**config.mk**
```make
export PLATFORM = sky130hd
export DESIGN_NAME = tc8_core
export DESIGN_NICKNAME = d
export VERILOG_FILES = /design/src/hdl/tc8_pkg.sv /design/src/hdl/tc8_tick_if.sv /design/src/hdl/tc8_tick_sel.sv /design/src/hdl/tc8_core.sv
export VERILOG_INCLUDE_DIRS = /design/src /design/src/hdl
export SDC_FILE = /design/constraint.sdc
export NUM_CORES = 1
export LEC_CHECK = 0
export ABC_AREA = 1
export BUFFER_PORTS_ARGS = -buffer_cell sky130_fd_sc_hd__buf_4
export CORE_UTILIZATION = 52
export CTS_BUF_LIST = sky130_fd_sc_hd__clkbuf_16
export CTS_CLUSTER_DIAMETER = 30
export DETAILED_ROUTE_END_ITERATION = 7
export PLACE_DENSITY = 0.7
export SLEW_MARGIN = 15
export SYNTH_ARGS = -nofsm -noshare
export SYNTH_HDL_FRONTEND = slang
export SYNTH_HIERARCHICAL = 1
export SYNTH_SLANG_ARGS = --single-unit
```
**constraint.sdc**
```tcl
create_clock -name clock -period 6.65 [get_ports clock]
set_clock_uncertainty 0.1 [all_clocks]
set_input_delay 0.3325 -clock clock [delete_from_list [all_inputs] [get_ports clock]]
set_output_delay 0.3325 -clock clock [all_outputs]
set_load 0.02 [all_outputs]
```
**src/hdl/tc8_defines.svh**
```systemverilog
`ifndef TC8_DEFINES_SVH
`define TC8_DEFINES_SVH

// ************************************************************
// register map (byte addresses on the plain register port)
// ************************************************************
`define TC8_AW          3
`define TC8_ADDR_CTRL_A 3'h0
`define TC8_ADDR_CTRL_B 3'h1
`define TC8_ADDR_COUNT  3'h2
`define TC8_ADDR_CMP_A  3'h3
`define TC8_ADDR_CMP_B  3'h4
`define TC8_ADDR_MASK   3'h5
`define TC8_ADDR_FLAG   3'h6

// ************************************************************
// field positions
// ************************************************************
`define TC8_CA_WGM      1:0
`define TC8_CA_COM_B    5:4
`define TC8_CA_COM_A    7:6
`define TC8_CB_CS       2:0
`define TC8_CB_WGM2     3
`define TC8_CB_FORCE_B  6
`define TC8_CB_FORCE_A  7
`define TC8_FLG         2:0
`define TC8_FLG_OVF     0
`define TC8_FLG_CMP_A   1
`define TC8_FLG_CMP_B   2

// ************************************************************
// values
// ************************************************************
`define TC8_RST_BYTE    8'h00
`define TC8_BOTTOM      8'h00
`define TC8_MAX         8'hff
`define TC8_ONE         8'h01
`define TC8_RST_FLAGS   3'h0
`define TC8_RST_COM     2'h0
`define TC8_COM_OFF     2'h0
`define TC8_COM_TOGGLE  2'h1
`define TC8_COM_CLEAR   2'h2
`define TC8_COM_SET     2'h3

// ************************************************************
// prescaler taps: tick when all masked bits are ones
// ************************************************************
`define TC8_PS_W        10
`define TC8_PS_RST      10'h000
`define TC8_PS_ONE      10'h001
`define TC8_PS_DIV8     10'h007
`define TC8_PS_DIV64    10'h03f
`define TC8_PS_DIV256   10'h0ff
`define TC8_PS_DIV1024  10'h3ff

`endif

```
**src/hdl/tc8_pkg.sv**
```systemverilog
package tc8_pkg;

  typedef enum logic [2:0] {
    CS_STOP     = 3'b000,
    CS_DIV1     = 3'b001,
    CS_DIV8     = 3'b010,
    CS_DIV64    = 3'b011,
    CS_DIV256   = 3'b100,
    CS_DIV1024  = 3'b101,
    CS_EXT_FALL = 3'b110,
    CS_EXT_RISE = 3'b111
  } tc8_clk_sel_t;

  typedef enum logic [2:0] {
    WM_NORMAL    = 3'b000,
    WM_PC_MAX    = 3'b001,
    WM_CTC       = 3'b010,
    WM_FAST_MAX  = 3'b011,
    WM_RSV4      = 3'b100,
    WM_PC_OCRA   = 3'b101,
    WM_RSV6      = 3'b110,
    WM_FAST_OCRA = 3'b111
  } tc8_mode_t;

endpackage : tc8_pkg

```
**src/hdl/tc8_tick_if.sv**
```systemverilog
`timescale 1ns/1ps
interface tc8_tick_if;
  tc8_pkg::tc8_clk_sel_t clock_source_select;
  logic                  external_count_input;
  logic                  timer_tick;

  modport core (output clock_source_select, output external_count_input, input timer_tick);
  modport sel  (input clock_source_select, input external_count_input, output timer_tick);
endinterface : tc8_tick_if

```
**src/hdl/tc8_tick_sel.sv**
```systemverilog
`timescale 1ns/1ps
`include "tc8_defines.svh"

module tc8_tick_sel (
  input  wire logic clock,
  input  wire logic ce,
  input  wire logic rst,
  tc8_tick_if.sel   tk
);
  logic [`TC8_PS_W-1:0] presc_reg;
  logic                 ext_s1_reg;
  logic                 ext_s2_reg;
  logic                 ext_s3_reg;
  wire                  ext_rise;
  wire                  ext_fall;
  wire                  ps_8;
  wire                  ps_64;
  wire                  ps_256;
  wire                  ps_1024;
  logic                 tick_sel;

  // ************************************************************
  // prescaler and pin synchroniser
  // ************************************************************
  // prescaler is free running; a new selection is not phase aligned
  always_ff @(posedge clock) begin
    if (rst) begin
      presc_reg  <= `TC8_PS_RST;
      ext_s1_reg <= 1'b0;
      ext_s2_reg <= 1'b0;
      ext_s3_reg <= 1'b0;
    end else if (ce) begin
      presc_reg  <= presc_reg + `TC8_PS_ONE;
      ext_s1_reg <= tk.external_count_input;
      ext_s2_reg <= ext_s1_reg;
      ext_s3_reg <= ext_s2_reg;
    end
  end

  assign ext_rise = ext_s2_reg & ~ext_s3_reg;
  assign ext_fall = ~ext_s2_reg & ext_s3_reg;
  assign ps_8     = (presc_reg & `TC8_PS_DIV8) == `TC8_PS_DIV8;
  assign ps_64    = (presc_reg & `TC8_PS_DIV64) == `TC8_PS_DIV64;
  assign ps_256   = (presc_reg & `TC8_PS_DIV256) == `TC8_PS_DIV256;
  assign ps_1024  = (presc_reg & `TC8_PS_DIV1024) == `TC8_PS_DIV1024;

  // ************************************************************
  // source and edge selection
  // ************************************************************
  always_comb begin
    unique case (tk.clock_source_select)
      tc8_pkg::CS_STOP:     tick_sel = 1'b0;
      tc8_pkg::CS_DIV1:     tick_sel = 1'b1;
      tc8_pkg::CS_DIV8:     tick_sel = ps_8;
      tc8_pkg::CS_DIV64:    tick_sel = ps_64;
      tc8_pkg::CS_DIV256:   tick_sel = ps_256;
      tc8_pkg::CS_DIV1024:  tick_sel = ps_1024;
      tc8_pkg::CS_EXT_FALL: tick_sel = ext_fall;
      tc8_pkg::CS_EXT_RISE: tick_sel = ext_rise;
    endcase
  end

  assign tk.timer_tick = ce & tick_sel;
endmodule : tc8_tick_sel

```
**src/hdl/tc8_core.sv**
```systemverilog
// The implementer's own choices: the address map and the strobed register port.
`timescale 1ns/1ps
`include "tc8_defines.svh"

// Notes on behaviour
// count and both compare values are 8-bit
// each request has flag and mask bit
// tick from prescaler or external pin edge
// no source selected means no counting
// control b field picks tick source
// compare equality sets that unit's flag
// compare result drives pwm or frequency pin
// floor is count value 0x00
// maximum is count value 0xFF
// top is 0xFF or compare a
// counter counts up and down
// compare values pass through a buffer
// overflow, compare a, compare b sources
// clear on compare match mode
// phase correct pwm with variable period
// cpu count write beats clear or count
// each tick steps by one or clears
// match sets flag one tick later
// flag cleared by service or writing one
// reset zeroes count, compares and flags
module tc8_core (
  input  wire logic                clock,
  input  wire logic                ce,
  input  wire logic                rst,
  input  wire logic [`TC8_AW-1:0]  addr,
  input  wire logic [7:0]          wdata,
  input  wire logic                wr_en,
  input  wire logic                rd_en,
  output logic      [7:0]          rdata,
  input  wire logic                external_count_input,
  input  wire logic                ack_overflow,
  input  wire logic                ack_compare_a,
  input  wire logic                ack_compare_b,
  output logic                     irq_overflow,
  output logic                     irq_compare_a,
  output logic                     irq_compare_b,
  output logic                     compare_output_a,
  output logic                     compare_output_a_en,
  output logic                     compare_output_b,
  output logic                     compare_output_b_en
);
  // ************************************************************
  // state
  // ************************************************************
  logic [7:0]            ctrl_a_reg;
  tc8_pkg::tc8_clk_sel_t cs_reg;
  logic                  wgm2_reg;
  logic [7:0]            cnt_reg;
  logic [7:0]            cnt_next;
  logic                  dir_up_reg;
  logic                  dir_up_next;
  logic                  blk_reg;
  logic [2:0]            mask_reg;
  logic [2:0]            flag_reg;
  logic [2:0]            flag_next;
  logic [7:0]            rdata_reg;
  logic [7:0]            ocr_buf_reg [2];
  logic [7:0]            ocr_act_reg [2];
  logic                  oc_reg      [2];

  tc8_tick_if tk ();

  tc8_tick_sel u_tick (
    .clock (clock),
    .ce    (ce),
    .rst   (rst),
    .tk    (tk.sel)
  );

  // ************************************************************
  // decode
  // ************************************************************
  tc8_pkg::tc8_mode_t mode;
  wire       tick       = tk.timer_tick;
  wire       wr_ctrl_a  = wr_en & (addr == `TC8_ADDR_CTRL_A);
  wire       wr_ctrl_b  = wr_en & (addr == `TC8_ADDR_CTRL_B);
  wire       cnt_wr     = wr_en & (addr == `TC8_ADDR_COUNT);
  wire       wr_mask    = wr_en & (addr == `TC8_ADDR_MASK);
  wire       wr_flag    = wr_en & (addr == `TC8_ADDR_FLAG);
  wire [1:0] wr_ocr     = {wr_en & (addr == `TC8_ADDR_CMP_B), wr_en & (addr == `TC8_ADDR_CMP_A)};
  wire [1:0] force_ev   = {wr_ctrl_b & wdata[`TC8_CB_FORCE_B], wr_ctrl_b & wdata[`TC8_CB_FORCE_A]};
  wire [1:0] com_a      = ctrl_a_reg[`TC8_CA_COM_A];
  wire [1:0] com_b      = ctrl_a_reg[`TC8_CA_COM_B];

  assign mode = tc8_pkg::tc8_mode_t'({wgm2_reg, ctrl_a_reg[`TC8_CA_WGM]});
  assign tk.clock_source_select  = cs_reg;
  assign tk.external_count_input = external_count_input;

  wire pc_mode   = (mode == tc8_pkg::WM_PC_MAX) | (mode == tc8_pkg::WM_PC_OCRA);
  wire fast_mode = (mode == tc8_pkg::WM_FAST_MAX) | (mode == tc8_pkg::WM_FAST_OCRA);
  wire pwm_mode  = pc_mode | fast_mode;
  wire ctc_mode  = (mode == tc8_pkg::WM_CTC);
  wire top_ocra  = (mode == tc8_pkg::WM_PC_OCRA) | (mode == tc8_pkg::WM_FAST_OCRA);

  wire [7:0] top_val   = top_ocra ? ocr_act_reg[0] : `TC8_MAX;
  wire       at_bottom = (cnt_reg == `TC8_BOTTOM);
  wire       at_max    = (cnt_reg == `TC8_MAX);
  wire       at_top    = (cnt_reg == top_val);
  wire       ctc_hit   = ctc_mode & (cnt_reg == ocr_act_reg[0]);
  // ctc and fast modes wrap to bottom instead of stepping
  wire       clr_wrap  = ctc_hit | (fast_mode & at_top);
  wire       ovf_cond  = pc_mode ? (at_bottom & ~dir_up_reg) : fast_mode ? at_top : at_max;

  // ************************************************************
  // counter unit
  // ************************************************************
  always_comb begin
    cnt_next    = cnt_reg;
    dir_up_next = pc_mode ? dir_up_reg : 1'b1;
    if (cnt_wr) begin
      cnt_next = wdata;
    end else if (tick) begin
      if (pc_mode) begin
        if (dir_up_reg) begin
          if (at_top) begin
            dir_up_next = 1'b0;
            cnt_next    = cnt_reg - `TC8_ONE;
          end else begin
            cnt_next = cnt_reg + `TC8_ONE;
          end
        end else begin
          if (at_bottom) begin
            dir_up_next = 1'b1;
            cnt_next    = cnt_reg + `TC8_ONE;
          end else begin
            cnt_next = cnt_reg - `TC8_ONE;
          end
        end
      end else if (clr_wrap) begin
        cnt_next = `TC8_BOTTOM;
      end else begin
        cnt_next = cnt_reg + `TC8_ONE;
      end
    end
  end

  // ************************************************************
  // compare units
  // ************************************************************
  logic [1:0] match;
  logic [1:0] oc_out;

  genvar gi;
  generate
    for (gi = 0; gi < 2; gi = gi + 1) begin : g_unit
      wire [1:0] com    = (gi == 0) ? com_a : com_b;
      wire       tog_ok = (gi == 0) & top_ocra;
      wire [7:0] buf_next;
      wire [7:0] act_next;
      wire       hit_ev;
      logic      oc_next;

      // a count write masks the match for one tick
      assign match[gi] = (cnt_reg == ocr_act_reg[gi]) & ~blk_reg;
      assign hit_ev    = tick & match[gi];
      assign buf_next  = wr_ocr[gi] ? wdata : ocr_buf_reg[gi];
      // pwm modes load the comparator only at top to avoid odd pulses
      assign act_next  = !pwm_mode ? buf_next :
                         (tick & at_top) ? ocr_buf_reg[gi] : ocr_act_reg[gi];

      always_comb begin
        oc_next = oc_reg[gi];
        if (!pwm_mode) begin
          if (hit_ev | force_ev[gi]) begin
            unique case (com)
              `TC8_COM_OFF:    oc_next = oc_reg[gi];
              `TC8_COM_TOGGLE: oc_next = ~oc_reg[gi];
              `TC8_COM_CLEAR:  oc_next = 1'b0;
              `TC8_COM_SET:    oc_next = 1'b1;
            endcase
          end
        end else if (com == `TC8_COM_TOGGLE) begin
          if (hit_ev & tog_ok) begin
            oc_next = ~oc_reg[gi];
          end
        end else if (com != `TC8_COM_OFF) begin
          if (hit_ev) begin
            oc_next = (com == `TC8_COM_SET) ^ (pc_mode & ~dir_up_reg);
          end else if (fast_mode & tick & at_top) begin
            oc_next = (com == `TC8_COM_CLEAR);
          end
        end
      end

      always_ff @(posedge clock) begin
        if (rst) begin
          ocr_buf_reg[gi] <= `TC8_RST_BYTE;
          ocr_act_reg[gi] <= `TC8_RST_BYTE;
          oc_reg[gi]      <= 1'b0;
        end else if (ce) begin
          ocr_buf_reg[gi] <= buf_next;
          ocr_act_reg[gi] <= act_next;
          oc_reg[gi]      <= oc_next;
        end
      end

      assign oc_out[gi] = oc_reg[gi];
    end
  endgenerate

  // ************************************************************
  // flags
  // ************************************************************
  wire [2:0] flag_set = {tick & match[1], tick & match[0], tick & ovf_cond};
  wire [2:0] flag_clr = (wr_flag ? wdata[`TC8_FLG] : `TC8_RST_FLAGS) |
                        {ack_compare_b, ack_compare_a, ack_overflow};
  // set beats clear so an event in the clearing cycle survives
  assign flag_next = (flag_reg & ~flag_clr) | flag_set;

  // ************************************************************
  // read mux
  // ************************************************************
  wire [7:0] ctrl_b_view = {4'h0, wgm2_reg, cs_reg};
  wire [7:0] rd_mux =
      (addr == `TC8_ADDR_CTRL_A) ? ctrl_a_reg :
      (addr == `TC8_ADDR_CTRL_B) ? ctrl_b_view :
      (addr == `TC8_ADDR_COUNT)  ? cnt_reg :
      (addr == `TC8_ADDR_CMP_A)  ? ocr_buf_reg[0] :
      (addr == `TC8_ADDR_CMP_B)  ? ocr_buf_reg[1] :
      (addr == `TC8_ADDR_MASK)   ? {5'h00, mask_reg} :
      (addr == `TC8_ADDR_FLAG)   ? {5'h00, flag_reg} : `TC8_RST_BYTE;

  // ************************************************************
  // registers
  // ************************************************************
  always_ff @(posedge clock) begin
    if (rst) begin
      ctrl_a_reg <= `TC8_RST_BYTE;
      cs_reg     <= tc8_pkg::CS_STOP;
      wgm2_reg   <= 1'b0;
      cnt_reg    <= `TC8_RST_BYTE;
      dir_up_reg <= 1'b1;
      blk_reg    <= 1'b0;
      mask_reg   <= `TC8_RST_FLAGS;
      flag_reg   <= `TC8_RST_FLAGS;
      rdata_reg  <= `TC8_RST_BYTE;
    end else if (ce) begin
      if (wr_ctrl_a) begin
        ctrl_a_reg <= wdata;
      end
      if (wr_ctrl_b) begin
        cs_reg   <= tc8_pkg::tc8_clk_sel_t'(wdata[`TC8_CB_CS]);
        wgm2_reg <= wdata[`TC8_CB_WGM2];
      end
      if (wr_mask) begin
        mask_reg <= wdata[`TC8_FLG];
      end
      cnt_reg    <= cnt_next;
      dir_up_reg <= dir_up_next;
      blk_reg    <= cnt_wr | (blk_reg & ~tick);
      flag_reg   <= flag_next;
      rdata_reg  <= rd_en ? rd_mux : `TC8_RST_BYTE;
    end
  end

  assign rdata               = rdata_reg;
  assign irq_overflow        = flag_reg[`TC8_FLG_OVF] & mask_reg[`TC8_FLG_OVF];
  assign irq_compare_a       = flag_reg[`TC8_FLG_CMP_A] & mask_reg[`TC8_FLG_CMP_A];
  assign irq_compare_b       = flag_reg[`TC8_FLG_CMP_B] & mask_reg[`TC8_FLG_CMP_B];
  assign compare_output_a    = oc_out[0];
  assign compare_output_b    = oc_out[1];
  assign compare_output_a_en = (com_a != `TC8_COM_OFF);
  assign compare_output_b_en = (com_b != `TC8_COM_OFF);
endmodule : tc8_core

```
# After elaboration in Yosys (flattened, before gate mapping)
# Memories as Yosys holds them, arrays and structs flattened.
# Index checks and enable logic that the tools add are counted.
# word_totals
register_bits,49
mem_bits_rw,34
input_bits,20
out_inout_bits,15
wordCells,178
n_memories,3
# classes
addsub,3
eq_ne,32
n_mux,59
bitwise,56
n_reduce_logical,12
# mem_list
memory,depth,word_bits,read_ports,rd_clocked_by_memory_dff,write_ports,line_no,source
ocr_act_reg,2,8,2,0,2,tc8_core.sv:63,logic [7:0] ocr_act_reg [2];
ocr_buf_reg,2,8,2,0,2,tc8_core.sv:62,logic [7:0] ocr_buf_reg [2];
oc_reg,2,1,2,0,2,tc8_core.sv:64,logic oc_reg [2];
# ops
operator,count
8-bit 2-to-1 mux,24
"3-bit == test, second input constant",10
1-bit bitwise AND,29
1-bit 2-to-1 mux,29
8-bit == test,3
"3-bit by 2-bit == test with 1-bit output, second input constant",6
"8-bit == test, second input constant",2
1-bit OR,14
"10-bit by 1-bit adder with 10-bit output, second input constant",1
"10-bit == test, second input constant",1
"3-bit by 1-bit == test with 1-bit output, second input constant",3
3-bit 2-to-1 mux,3
"8-bit by 1-bit adder with 8-bit output, second input constant",1
"2-bit == test, second input constant",4
8-bit logical NOT,1
1-bit one-hot mux with 4 select lines,2
1-bit one-hot mux with 8 select lines,1
2-bit AND reduction,4
"8-bit by 1-bit subtractor with 8-bit output, second input constant",1
1-bit NOT,7
"6-bit == test, second input constant",1
3-bit logical NOT,2
3-bit OR,2
2-bit nonzero test,3
other kinds (5),8

# Logic depth before layout (Yosys ltp)
# Gate-level depths: netlist (run 1).
# depth
ltp_word,12
depth_mapped,17
ltp_nobuf,17

# Hierarchy
# Netlist (run 1), hierarchy kept.
# modules_own_cells
module,n_inst,cells_per_inst,area_per_inst_um2,seq_area_each_um2
tc8_core,1,611,4320.4,1741.7
tc8_tick_sel,1,104,681.9,260.2

# Worst setup path before layout (run 1)
# Ideal clock, no wire load.
# synth_timing
path_kind,register -> register
startpoint,"register, netlist name u_tick/presc_reg[0]"
endpoint,memory ocr_act_reg[0][0] (enable)
setup_ns,0.394
arrival_time_ns,2.074
required_ns,6.156
setup_slack_ns,4.081
path_stages_with_launch,10
n_path_buf,0
period_less_slack_ns,2.569
path_cell_list,dfxtp_1 -> ha_1 -> nand3_1 -> inv_1 -> nand3_1 -> nand2_1 -> nand2_1 -> nor2_1 -> nand3_1 -> a21oi_1
# synth_lines
element,line_no
to (decl),tc8_core.sv:63

==> metrics.txt, run 1 <==
CTS buffer count=9; fin. max-slew vios=0; yosys warns=6; # diodes=0; Worst Setup Start Kind=flip-flop; final antenna-violating net count=0; vias per std cell=5.66; clock tree root driver cell=clkbuf_16; Synth area leader=edfxtp_1; Detail Placement HPWL=10.9 mm; H-tree levels=3; Worst EP required=approximately 6.6 ns; Max-Cap Viols=0; die area=0.0100 mm2; Starting Density=53.9%; Vias=~5k; GR Overflow Total=0; IO Count=35; final hold violations=0; Avg WL per Cell=16.7 um; min-delay worst type=primary input to flip-flop; Avg Cell Area, Syn=7.00 um2; critical-path maximum fanout=6; Fmax=352 MHz; Design Area, Final=0.00566 mm2; Layout area overhead=13.1%; Pre-antenna DRT Iters=7; Peak VDD IR=144 uV; Die Span Y=100 um; largest cells by area after synthesis=edfxtp_1 20%, dfxtp_1 20%, nand2_1 13%, inv_1 7.6%, nor2_1 5.9%; CTS sink cnt=83; Residual DRC=0; crit end category=flip-flop; PortBufs=34; share of the synthesized area in the top cell type=20.4%; drt initial violations=roughly 500; GPL Wtd Cong=1.04; Clock Pin Slew Worst Setup and Hold Paths=around 0.07 ns; Least-Margin Pin Slew=0.727 ns; Synth Instances=715; asr flop ratio synth=0%; Pwr Density=218 mW/mm2; Total GRT Usage=30.3%; vias in the first global route=~4.4k; Leak Pwr=2.64 nW; Clock Path Buffers=2; pin count of the biggest net entering global routing=23; Seq/Total Area, Yosys=40.0%; status=finished, final reports clean; Clk Latency, worst-skew pair=0.34 ns; Synth Register Bits=83; fraction of layout cells with a size suffix above 1=between 10% and 20%; final period utilization=42.8%; RSZ-0062 raised after global routing=no; Post-Syn Area=~0.005 mm2; Fillers=894; Fin Setup TNS=0 ns; CP Data Arrival Time=between 2 and 3 ns; final setup fails=0; placed inst area=0.00534 mm2; first-pass GRT wire length=22.8 mm; Die W=100 um; min Tclk post-route=2.84 ns; Setup Crit Path Kind=flip-flop to flip-flop; Post-synth EDFFs=34; final layout net count=768; Resized cells post-CTS=0; initial antenna violation count=0; DRT Wirelength=14.6 mm; setup bufs post-CTS=0; Netlist cell types=37; Main synth FF type=dfxtp_1; # rows=35; Placeable Area=0.00928 mm2; Slew headroom=around 52%; CTS tree=done; Net Count, Synth=739; hold_buf cts=0
[routing by layer]
metal	global-route usage (%)	wire, um	up-vias
met3	5.78	1200	50
met2	48.2	6620	227
li1	-	-	2407
met5	0	15	-
met1	40.8	6330	2280
met4	12.3	479	2
[power by group]
| group | internal, mW | switching, mW |
|---|---|---|
| combinational | 0.0427 | 0.0885 |
| sequential | 0.552 | 0.0157 |
| clock | 0.317 | 0.217 |
| total | 0.912 | 0.321 |
[final timing paths]
| check | from | end | slack (ns) | cells past startpoint |
|---|---|---|---|---|
| worst max-delay path | u_tick/presc_reg[0] | oc_reg[1] | 3.81 | 14 |
| worst min-delay path | external_count_input | u_tick/ext_s1_reg | 0.12 | 3 |
| worst max register to register | u_tick/presc_reg[0] | oc_reg[1] | 3.81 | 14 |
| worst min register to register | rdata[2] | rdata[2] | 0.36 | 2 |
[placed cells by master, fill, tap and decap left out, drive strengths merged, types with 2 or more instances in the layout]
cell type and count:
or2 5, nor3 3, ha 4, edfxtp 34, dfxtp 49, inv 115, o22ai 31, clkinv 2
nand4 10, clkbuf 10, nand2 185, a21oi 42, o21ai 61, xor2 12, o211ai 5, a31oi 3
xnor2 3, buf 36, nor2 85, a221oi 4, nand3 43
[logic make-up (layout without fill, tap and decap cells)]
| family | Yosys count | in the layout | synth area share [%] |
|---|---|---|---|
| AOI/OAI and AO/OA | 150 | 150 | 17.0 |
| xor gates and xnor gates | 15 | 15 | 2.63 |
| adders and majority gates | 4 | 4 | 1.00 |
| buffers and inverters | 131 | 165 | 10.4 |
| DFF | 83 | 83 | 40.0 |
| and+or+nand+nor | 332 | 332 | 29.0 |
[synth_stat cells (12+ instances only)]
cell and instances:
nand2_1 173, inv_1 101, nor2_1 79, o21ai_0 59
dfxtp_1 49, a21oi_1 38, nand3_1 37, edfxtp_1 34
o22ai_1 31, xor2_1 12
[metrics by stage]
step	hold slack [ns]	setup WS, ns	power [mW]	instances	utilization [%]
3_3_place_gp	0.341	3.99	0.703	862	57.5
4_1_cts	0.117	3.87	1.23	878	61.0
5_1_grt	0.148	3.56	1.28	878	61.0
6_report	0.117	3.81	1.23	878	61.0
3_5_place_dp	0.350	3.88	0.706	862	57.5
2_1_floorplan	0.305	4.08	0.658	715	-
[final cells by class]
type	count	area (um2)	share of cell area, %
multi-input cells	501	2480	43.9
flip-flops and latches	83	2000	35.4
inverters	113	425	7.52
clock inverters	6	67.6	1.19
well taps	129	161	2.85
clock buffers	10	250	4.42
repair buffers	36	270	4.78
[worst max-delay path, cell delays in order, from the launching register on]
cell and delay, ns:
dfxtp_1 0.37, ha_1 0.19, nand3_1 0.15, inv_1 0.11, nand3_1 0.07, nand2_1 0.07, nand2_1 0.05, nor2_1 0.32
nand2_1 0.13, inv_1 0.09, nand4_1 0.07, nor3_1 0.15, nor3b_1 0.35, o22ai_1 0.11, a21oi_1 0.22
Note: power is estimated with default switching activity, not from simulation.
==> inputs of run 2 (changes only) <==
--- a/config.mk
+++ b/config.mk
@@ -6,7 +6,7 @@
 export SDC_FILE = /design/constraint.sdc
 export NUM_CORES = 1
 export LEC_CHECK = 0
-export ABC_AREA = 1
+export ABC_AREA = 0
 export BUFFER_PORTS_ARGS = -buffer_cell sky130_fd_sc_hd__buf_4
 export CORE_UTILIZATION = 52
 export CTS_BUF_LIST = sky130_fd_sc_hd__clkbuf_16
==> constraint.sdc (replaced) <==
create_clock -name clock -period 2.7 [get_ports clock]
set_clock_uncertainty 0.1 [all_clocks]
set_input_delay 0.135 -clock clock [delete_from_list [all_inputs] [get_ports clock]]
set_output_delay 0.135 -clock clock [all_outputs]
set_load 0.02 [all_outputs]
==> run 2 against run 1 <==
Net effect: power up 150%; worst setup slack worse by 3.7 ns; largest cell class unchanged; sequential share of layout area down 0.92 points; combinational power rose to 2.9 times the previous value; core utilization up 1.7 points; critical path type unchanged; worst hold slack worse by 0.11 ns; synthesized area up 0.23%; highest routed layer is now met4; global-route usage up 0.18 points; first-iteration DRC count down 21%.
==> metrics.txt, run 2 <==
status=finished, final reports clean; CTS buffer count=9 (unchanged); Clk Latency, worst-skew pair=0.34 ns (about the same); met2 WL=6.72 mm (+1.5%); PortBufs=34 (unchanged); final hold violations=0 (unchanged); WL met3=1.06 mm (-12%); Vias=4672 (-5.9%); clock network fraction of design power=41.3% (-2.0 points); Clock Pin Slew Worst Setup and Hold Paths=0.06 ns (about the same); Design Area, Final=0.00582 mm2 (+2.8%); Net Count, Synth=606 (-18%); critical-path maximum fanout=4 (-2); Int Pwr=2.24 mW (+150%); Setup Crit Path Kind=flip-flop to flip-flop; drt initial violations=391 (-21%); Synth Instances=582 (-19%); first-pass GRT wire length=23.4 mm (+2.3%); final period utilization=94.7% (+52 points); Seq/Total Area, Yosys=39.9% (-0.090 points); Placed Cells=738 (-14%); # diodes=0 (unchanged); min-delay worst type=primary input to flip-flop; fraction of layout cells with a size suffix above 1=18.8% (+6.0 points); GPL Wtd Cong=1.01 (-3.2%); asr flop ratio synth=0% (unchanged); CTS tree=done; Avg Cell Area, Syn=8.61 um2 (+23%); switching share of power=26.8% (+0.81 points); Total GRT Usage=30.5% (+0.18 points); Post-Syn Area=0.00501 mm2 (+0.23%); top cells by count, synth=77 x nand2_1, 60 x a21oi_1, 49 x dfxtp_1; Worst Setup Start Kind=flip-flop; Fmax=391 MHz (+11%); Netlist cell types=73 (+97%); placed inst area=0.00545 mm2 (+2.1%); die area=0.0100 mm2 (+0.22%); Pwr Density=526 mW/mm2 (+140%); final antenna-violating net count=0 (unchanged); vias in the first global route=4307 (-1.8%); Slew headroom=53.2% (+1.7 points); Detail Placement HPWL=10.4 mm (-4.7%); Clock Path Buffers=2 (unchanged); RSZ-0062 raised after global routing=yes; final setup fails=0 (unchanged); GR Overflow Total=0 (unchanged); Leak Pwr=2.29 nW (-13%); Max-Cap Viols=0 (unchanged); share of the synthesized area in the top cell type=20.4% (-0.046 points); Worst EP required=2.67 ns (-3.92 ns); Residual DRC=0 (unchanged); Synth area leader=edfxtp_1; Post-synth EDFFs=34 (unchanged); register share of total power=46.0% (about the same); Die W=100 um (+0.11%); Fillers=826 (-7.6%); Main synth FF type=dfxtp_1; Layout area overhead=16.0%; met1 WL=6.25 mm (-1.2%); most common cell after layout, fill and taps aside=nand2_1; pre-CTS WS=-0.00695 ns (-3.89 ns); CP Data Arrival Time=2.52 ns (-0.27 ns); Starting Density=54.0% (+0.12 points); Hold WS=0.00510 ns (-0.112 ns); vias per std cell=6.18 (+9.3%); Least-Margin Pin Slew=0.702 ns (-0.0249 ns); CP cell instances=ha_2 > ha_1 > nand3b_1 > o2111ai_2 > o311a_2 > nand2b_1 > or4_4 > inv_2 > o311ai_0 > a21o_1 > nand2_1; most frequent cells in the layout=77 x nand2_1, 65 x buf_4, 60 x a21oi_1; most common cell in the netlist=nand2_1; H-tree levels=3 (unchanged); Placeable Area=0.00928 mm2 (unchanged); final worst slack=0.143 ns (-3.66 ns); # rows=35 (unchanged); crit end category=flip-flop; Logic pwr share=12.6% (+2.0 points); Peak VDD IR=291 uV (+100%); Top Layer Used=met4; Cell Count, Final, Fillers Out=756 (-14%); DRT Wirelength=14.5 mm (-1.3%); CP max stage delay=0.53 ns (+0.16 ns); IO Count=35 (unchanged); Avg WL per Cell=19.1 um (+15%); Die Span Y=100 um (+0.11%); final layout net count=646 (-16%); CTS sink cnt=83 (unchanged); Synth Register Bits=83 (unchanged); pin count of the biggest net entering global routing=50 (+120%); Critical-path top delay cell=or4_4; clock tree root driver cell=clkbuf_16; fin. max-slew vios=0 (unchanged); yosys warns=6 (unchanged); initial antenna violation count=0 (unchanged); Pre-antenna DRT Iters=5 (-2); Switch Pwr=821 uW (+160%); min Tclk post-route=2.56 ns (-0.288 ns); CP Buf/Inv Count=1 (-1); largest cells by area after synthesis=edfxtp_1 20%, dfxtp_1 20%, mux2i_1 7.6%, a21oi_1 6.0%, nand2_1 5.8%; Top delay family on crit path=simple AND/OR/NAND/NOR gates
run 2: final cells by class:
type                       count  area, um2  share of cell area (%)
clock buffer                  11        275                    4.73
clock inverter                 5       32.5                   0.559
timing repair buffer          67        518                    8.91
sequential                    83       2000                    34.5
multi-input combinational    439       2740                    47.1
inverter                      22       82.6                    1.42
tap                          129        161                    2.77
run 2: worst paths after layout:
path / depth (start not counted) / to / slack [ns] / startpoint
worst min register to register: 2 / rdata[7] / 0.36 / rdata[7]
worst max-delay path: 11 / oc_reg[1] / 0.14 / u_tick/presc_reg[0]
worst min-delay path: 3 / ctrl_a_reg[5] / 0.005 / wdata[5]
worst max register to register: 11 / oc_reg[1] / 0.14 / u_tick/presc_reg[0]
run 2: logic make-up (layout without fill, tap and decap cells):
kind of cell / Yosys count / after routing / synth area share, %
AOI/OAI and AO/OA: 156 / 156 / 19.7
muxes: 42 / 42 / 8.71
xor gates and xnor gates: 15 / 15 / 2.62
adders and majority gates: 4 / 4 / 0.998
and+or+nand+nor: 222 / 222 / 22.0
DFF: 83 / 83 / 39.9
buffers and inverters: 60 / 105 / 6.06
run 2: worst reg2reg max path, cell delays in order, from the launching register on:
cell	delay [ns]
dfxtp_1	0.34
ha_2	0.20
ha_1	0.15
nand3b_1	0.09
o2111ai_2	0.10
o311a_2	0.22
nand2b_1	0.09
or4_4	0.53
inv_2	0.10
o311ai_0	0.11
a21o_1	0.20
nand2_1	0.07
run 2: repair_timing:
action	4_1_cts	5_1_grt
buffers inserted	0	1
endpoints found under the hold margin	1	0
hold buffers	1	0
endpoints found under the setup margin	2	10
pin swaps	0	5
resized for setup	1	11
run 2: per-stage QoR:
step | power (mW) | utilization (%) | TNS, ns
2_1_floorplan | 1.66 | - | 0
3_3_place_gp | 1.80 | 58.7 | 0
3_5_place_dp | 1.81 | 58.7 | -0.00695
4_1_cts | 3.05 | 62.2 | 0
5_1_grt | 3.16 | 62.7 | -0.0214
6_report | 3.06 | 62.7 | 0
run 2: layer usage:
| metal | GRT usage (%) | vias to the layer above |
|---|---|---|
| met1 | 41.7 | 2198 |
| met3 | 5.50 | 37 |
| met2 | 47.9 | 232 |
| li1 | - | 2205 |
| met4 | 12.3 | 0 |
| met5 | 0 | - |
run 2: power groups by stage:
stage                     sequential, mW  combinational [mW]  clock, mW
after floorplan                     1.42               0.244          0
after global placement              1.43               0.367          0
after detailed placement            1.43               0.375          0
after CTS                           1.41               0.378       1.27
after global routing                1.41               0.418       1.33
final                               1.41               0.386       1.27
==> inputs of run 3 (changes only) <==
--- a/config.mk
+++ b/config.mk
@@ -12,7 +12,7 @@
 export CTS_BUF_LIST = sky130_fd_sc_hd__clkbuf_16
 export CTS_CLUSTER_DIAMETER = 30
 export DETAILED_ROUTE_END_ITERATION = 7
-export PLACE_DENSITY = 0.7
+export PLACE_DENSITY = 0.73
 export SLEW_MARGIN = 15
 export SYNTH_ARGS = -nofsm -noshare
 export SYNTH_HDL_FRONTEND = slang
==> constraint.sdc (replaced) <==
create_clock -name clock -period 2.31 [get_ports clock]
set_clock_uncertainty 0.1 [all_clocks]
set_input_delay 0.1155 -clock clock [delete_from_list [all_inputs] [get_ports clock]]
set_output_delay 0.1155 -clock clock [all_outputs]
set_load 0.02 [all_outputs]
==> run 3 against run 2 <==
Net effect: the flow now finishes with violations (negative setup slack); flip-flop and latch count stayed put; register-to-register slack lost 0.31 ns; largest cell class unchanged; sequential share of layout area fell by 3.9 points; core utilization increased by 8.8 points; critical path depth unchanged; first-iteration DRC count grew 18%.
==> metrics.txt, run 3 (same netlist as run 2, synthesis figures left out) <==
fin util=71.4% (+8.8 points); crit end category=flip-flop; # rows=35 (unchanged); Worst Setup Start Kind=flip-flop; CP Buf/Inv Count=1 (unchanged); Die Span Y=100 um (unchanged); Avg WL per Cell=19.9 um (+4.0%); placed inst area=0.00591 mm2 (+8.4%); final worst slack=-0.164 ns (-0.307 ns); status=finished, violations left; Least-Margin Pin Slew=0.697 ns (-0.00436 ns); failing checks=negative setup slack; min-delay worst type=primary input to flip-flop; Fmax=404 MHz (+3.3%); drt initial violations=460 (+18%); # diodes=0 (unchanged); Residual DRC=0 (unchanged); Placeable Area=0.00928 mm2 (unchanged); initial antenna violation count=0 (unchanged); Clock Pin Slew Worst Setup and Hold Paths=0.07 ns (about the same); Setup Crit Path Kind=flip-flop to flip-flop; Worst EP required=2.38 ns (-0.29 ns); Layout area overhead=32.3%; vias in the first global route=4820 (+12%); final antenna-violating net count=0 (unchanged); first-pass GRT wire length=25.0 mm (+7.2%); Detail Placement HPWL=11.4 mm (+10%); CP Data Arrival Time=2.54 ns (+0.02 ns); most frequent cells in the layout=118 x buf_4, 75 x nand2_1, 59 x a21oi_1; critical-path maximum fanout=6 (+2); PortBufs=34 (unchanged); H-tree levels=3 (unchanged); CTS tree=done; final layout net count=710 (+9.9%); Max-Cap Viols=0 (unchanged); Slew headroom=53.3% (+0.18 points); fraction of layout cells with a size suffix above 1=31.7% (+13 points); pin count of the biggest net entering global routing=35 (-30%); Pre-antenna DRT Iters=5 (unchanged); Vias=5051 (+8.1%); final period utilization=107% (+12 points); Total GRT Usage=33.0% (+2.5 points); GPL Wtd Cong=0.968 (-3.8%); fin. max-slew vios=0 (unchanged); CTS sink cnt=83 (unchanged); Clock Path Buffers=2 (unchanged); Die W=100 um (unchanged); CTS buffer count=9 (unchanged); Starting Density=54.0% (unchanged); DRT Wirelength=16.3 mm (+13%); CP dominant cell by count=nand3_2; IO Count=35 (unchanged); die area=0.0100 mm2 (unchanged); final hold violations=0 (unchanged); Pwr Density=578 mW/mm2 (+9.8%); Top delay family on crit path=compound AO/OA/AOI/OAI gates; clock tree root driver cell=clkbuf_16; CP cell instances=ha_4 > nand3_2 > o2111ai_2 > o311a_4 > nand2b_4 > nor4_4 > buf_6 > nand3_2 > xnor2_1 > o21a_1 > a211oi_2; Critical-path top delay cell=dfxtp_4; Fin Setup TNS=-0.721 ns (-0.721 ns); Peak VDD IR=318 uV (+9.3%); RSZ-0062 raised after global routing=yes; Leak Pwr=2.67 nW (+16%); vias per std cell=6.16 (-0.33%); final setup fails=10 (+10); CP max stage delay=0.36 ns (-0.17 ns); min Tclk post-route=2.47 ns (-0.0826 ns); GR Overflow Total=0 (unchanged); Clk Latency, worst-skew pair=0.34 ns (about the same); most common cell after layout, fill and taps aside=buf_4; Design Area, Final=0.00663 mm2 (+14%); Design Power=3.83 mW (+25%)
[run 3: tightest hold or removal path, stage by stage]
cell and delay [ns]:
buf_4 0.08, a21oi_1 0.03, o21ai_0 0.13, a21oi_1 0.06
[run 3: final timing paths]
kind	startpoint	to	slack, ns	depth (start not counted)
setup / recovery	u_tick/presc_reg[0]	oc_reg[0]	-0.16	11
hold / removal	ack_compare_b	flag_reg[2]	0.02	4
setup reg to reg	u_tick/presc_reg[0]	oc_reg[0]	-0.16	11
hold reg to reg	rdata[1]	rdata[1]	0.37	2
[run 3: through the flow]
stage                     worst slack (ns)  hold WS [ns]  cells
final                               -0.164        0.0159    820
after global placement              -0.143         0.253    787
after CTS                           -0.122       0.00842    812
after detailed placement            -0.231         0.267    787
after global routing                -0.233        0.0353    820
after floorplan                    -0.0583        0.0846    582
[run 3: power by group]
| group | leakage (nW) | total, mW | switching (mW) | internal, mW |
|---|---|---|---|---|
| Sequential | 0.778 | 1.65 | 0.0564 | 1.59 |
| Combinational | 1.73 | 0.596 | 0.346 | 0.250 |
| Clock | 0.162 | 1.59 | 0.664 | 0.926 |
| Total | 2.67 | 3.83 | 1.07 | 2.76 |
[run 3: area by class of cell]
| cell class | instances | area (um2) |
|---|---|---|
| fillers | 720 | 2650 |
| repair buffers | 130 | 1040 |
| inverters | 22 | 88.8 |
| multi-input cells | 440 | 2990 |
| clock inverters | 6 | 75.1 |
| flip-flops and latches | 83 | 2020 |
| clock buffers | 10 | 250 |
| well taps | 129 | 161 |
[run 3: what timing repair did]
item                                    4_1_cts  5_1_grt
hold buffers                                  2        0
pin swaps                                    11       22
setup buffers                                 7        7
endpoints found under the hold margin         2        0
endpoints found under the setup margin       28       29
resized for setup                            24       36
gates cloned                                  0        2
[run 3: layer usage]
metal / vias to the layer above / track usage, % / wire length [um]
met4: 0 / 15.1 / 627
met3: 58 / 4.74 / 1210
li1: 2335 / - / -
met2: 250 / 54.2 / 7590
met1: 2408 / 43.1 / 6870
met5: - / 0 / 0
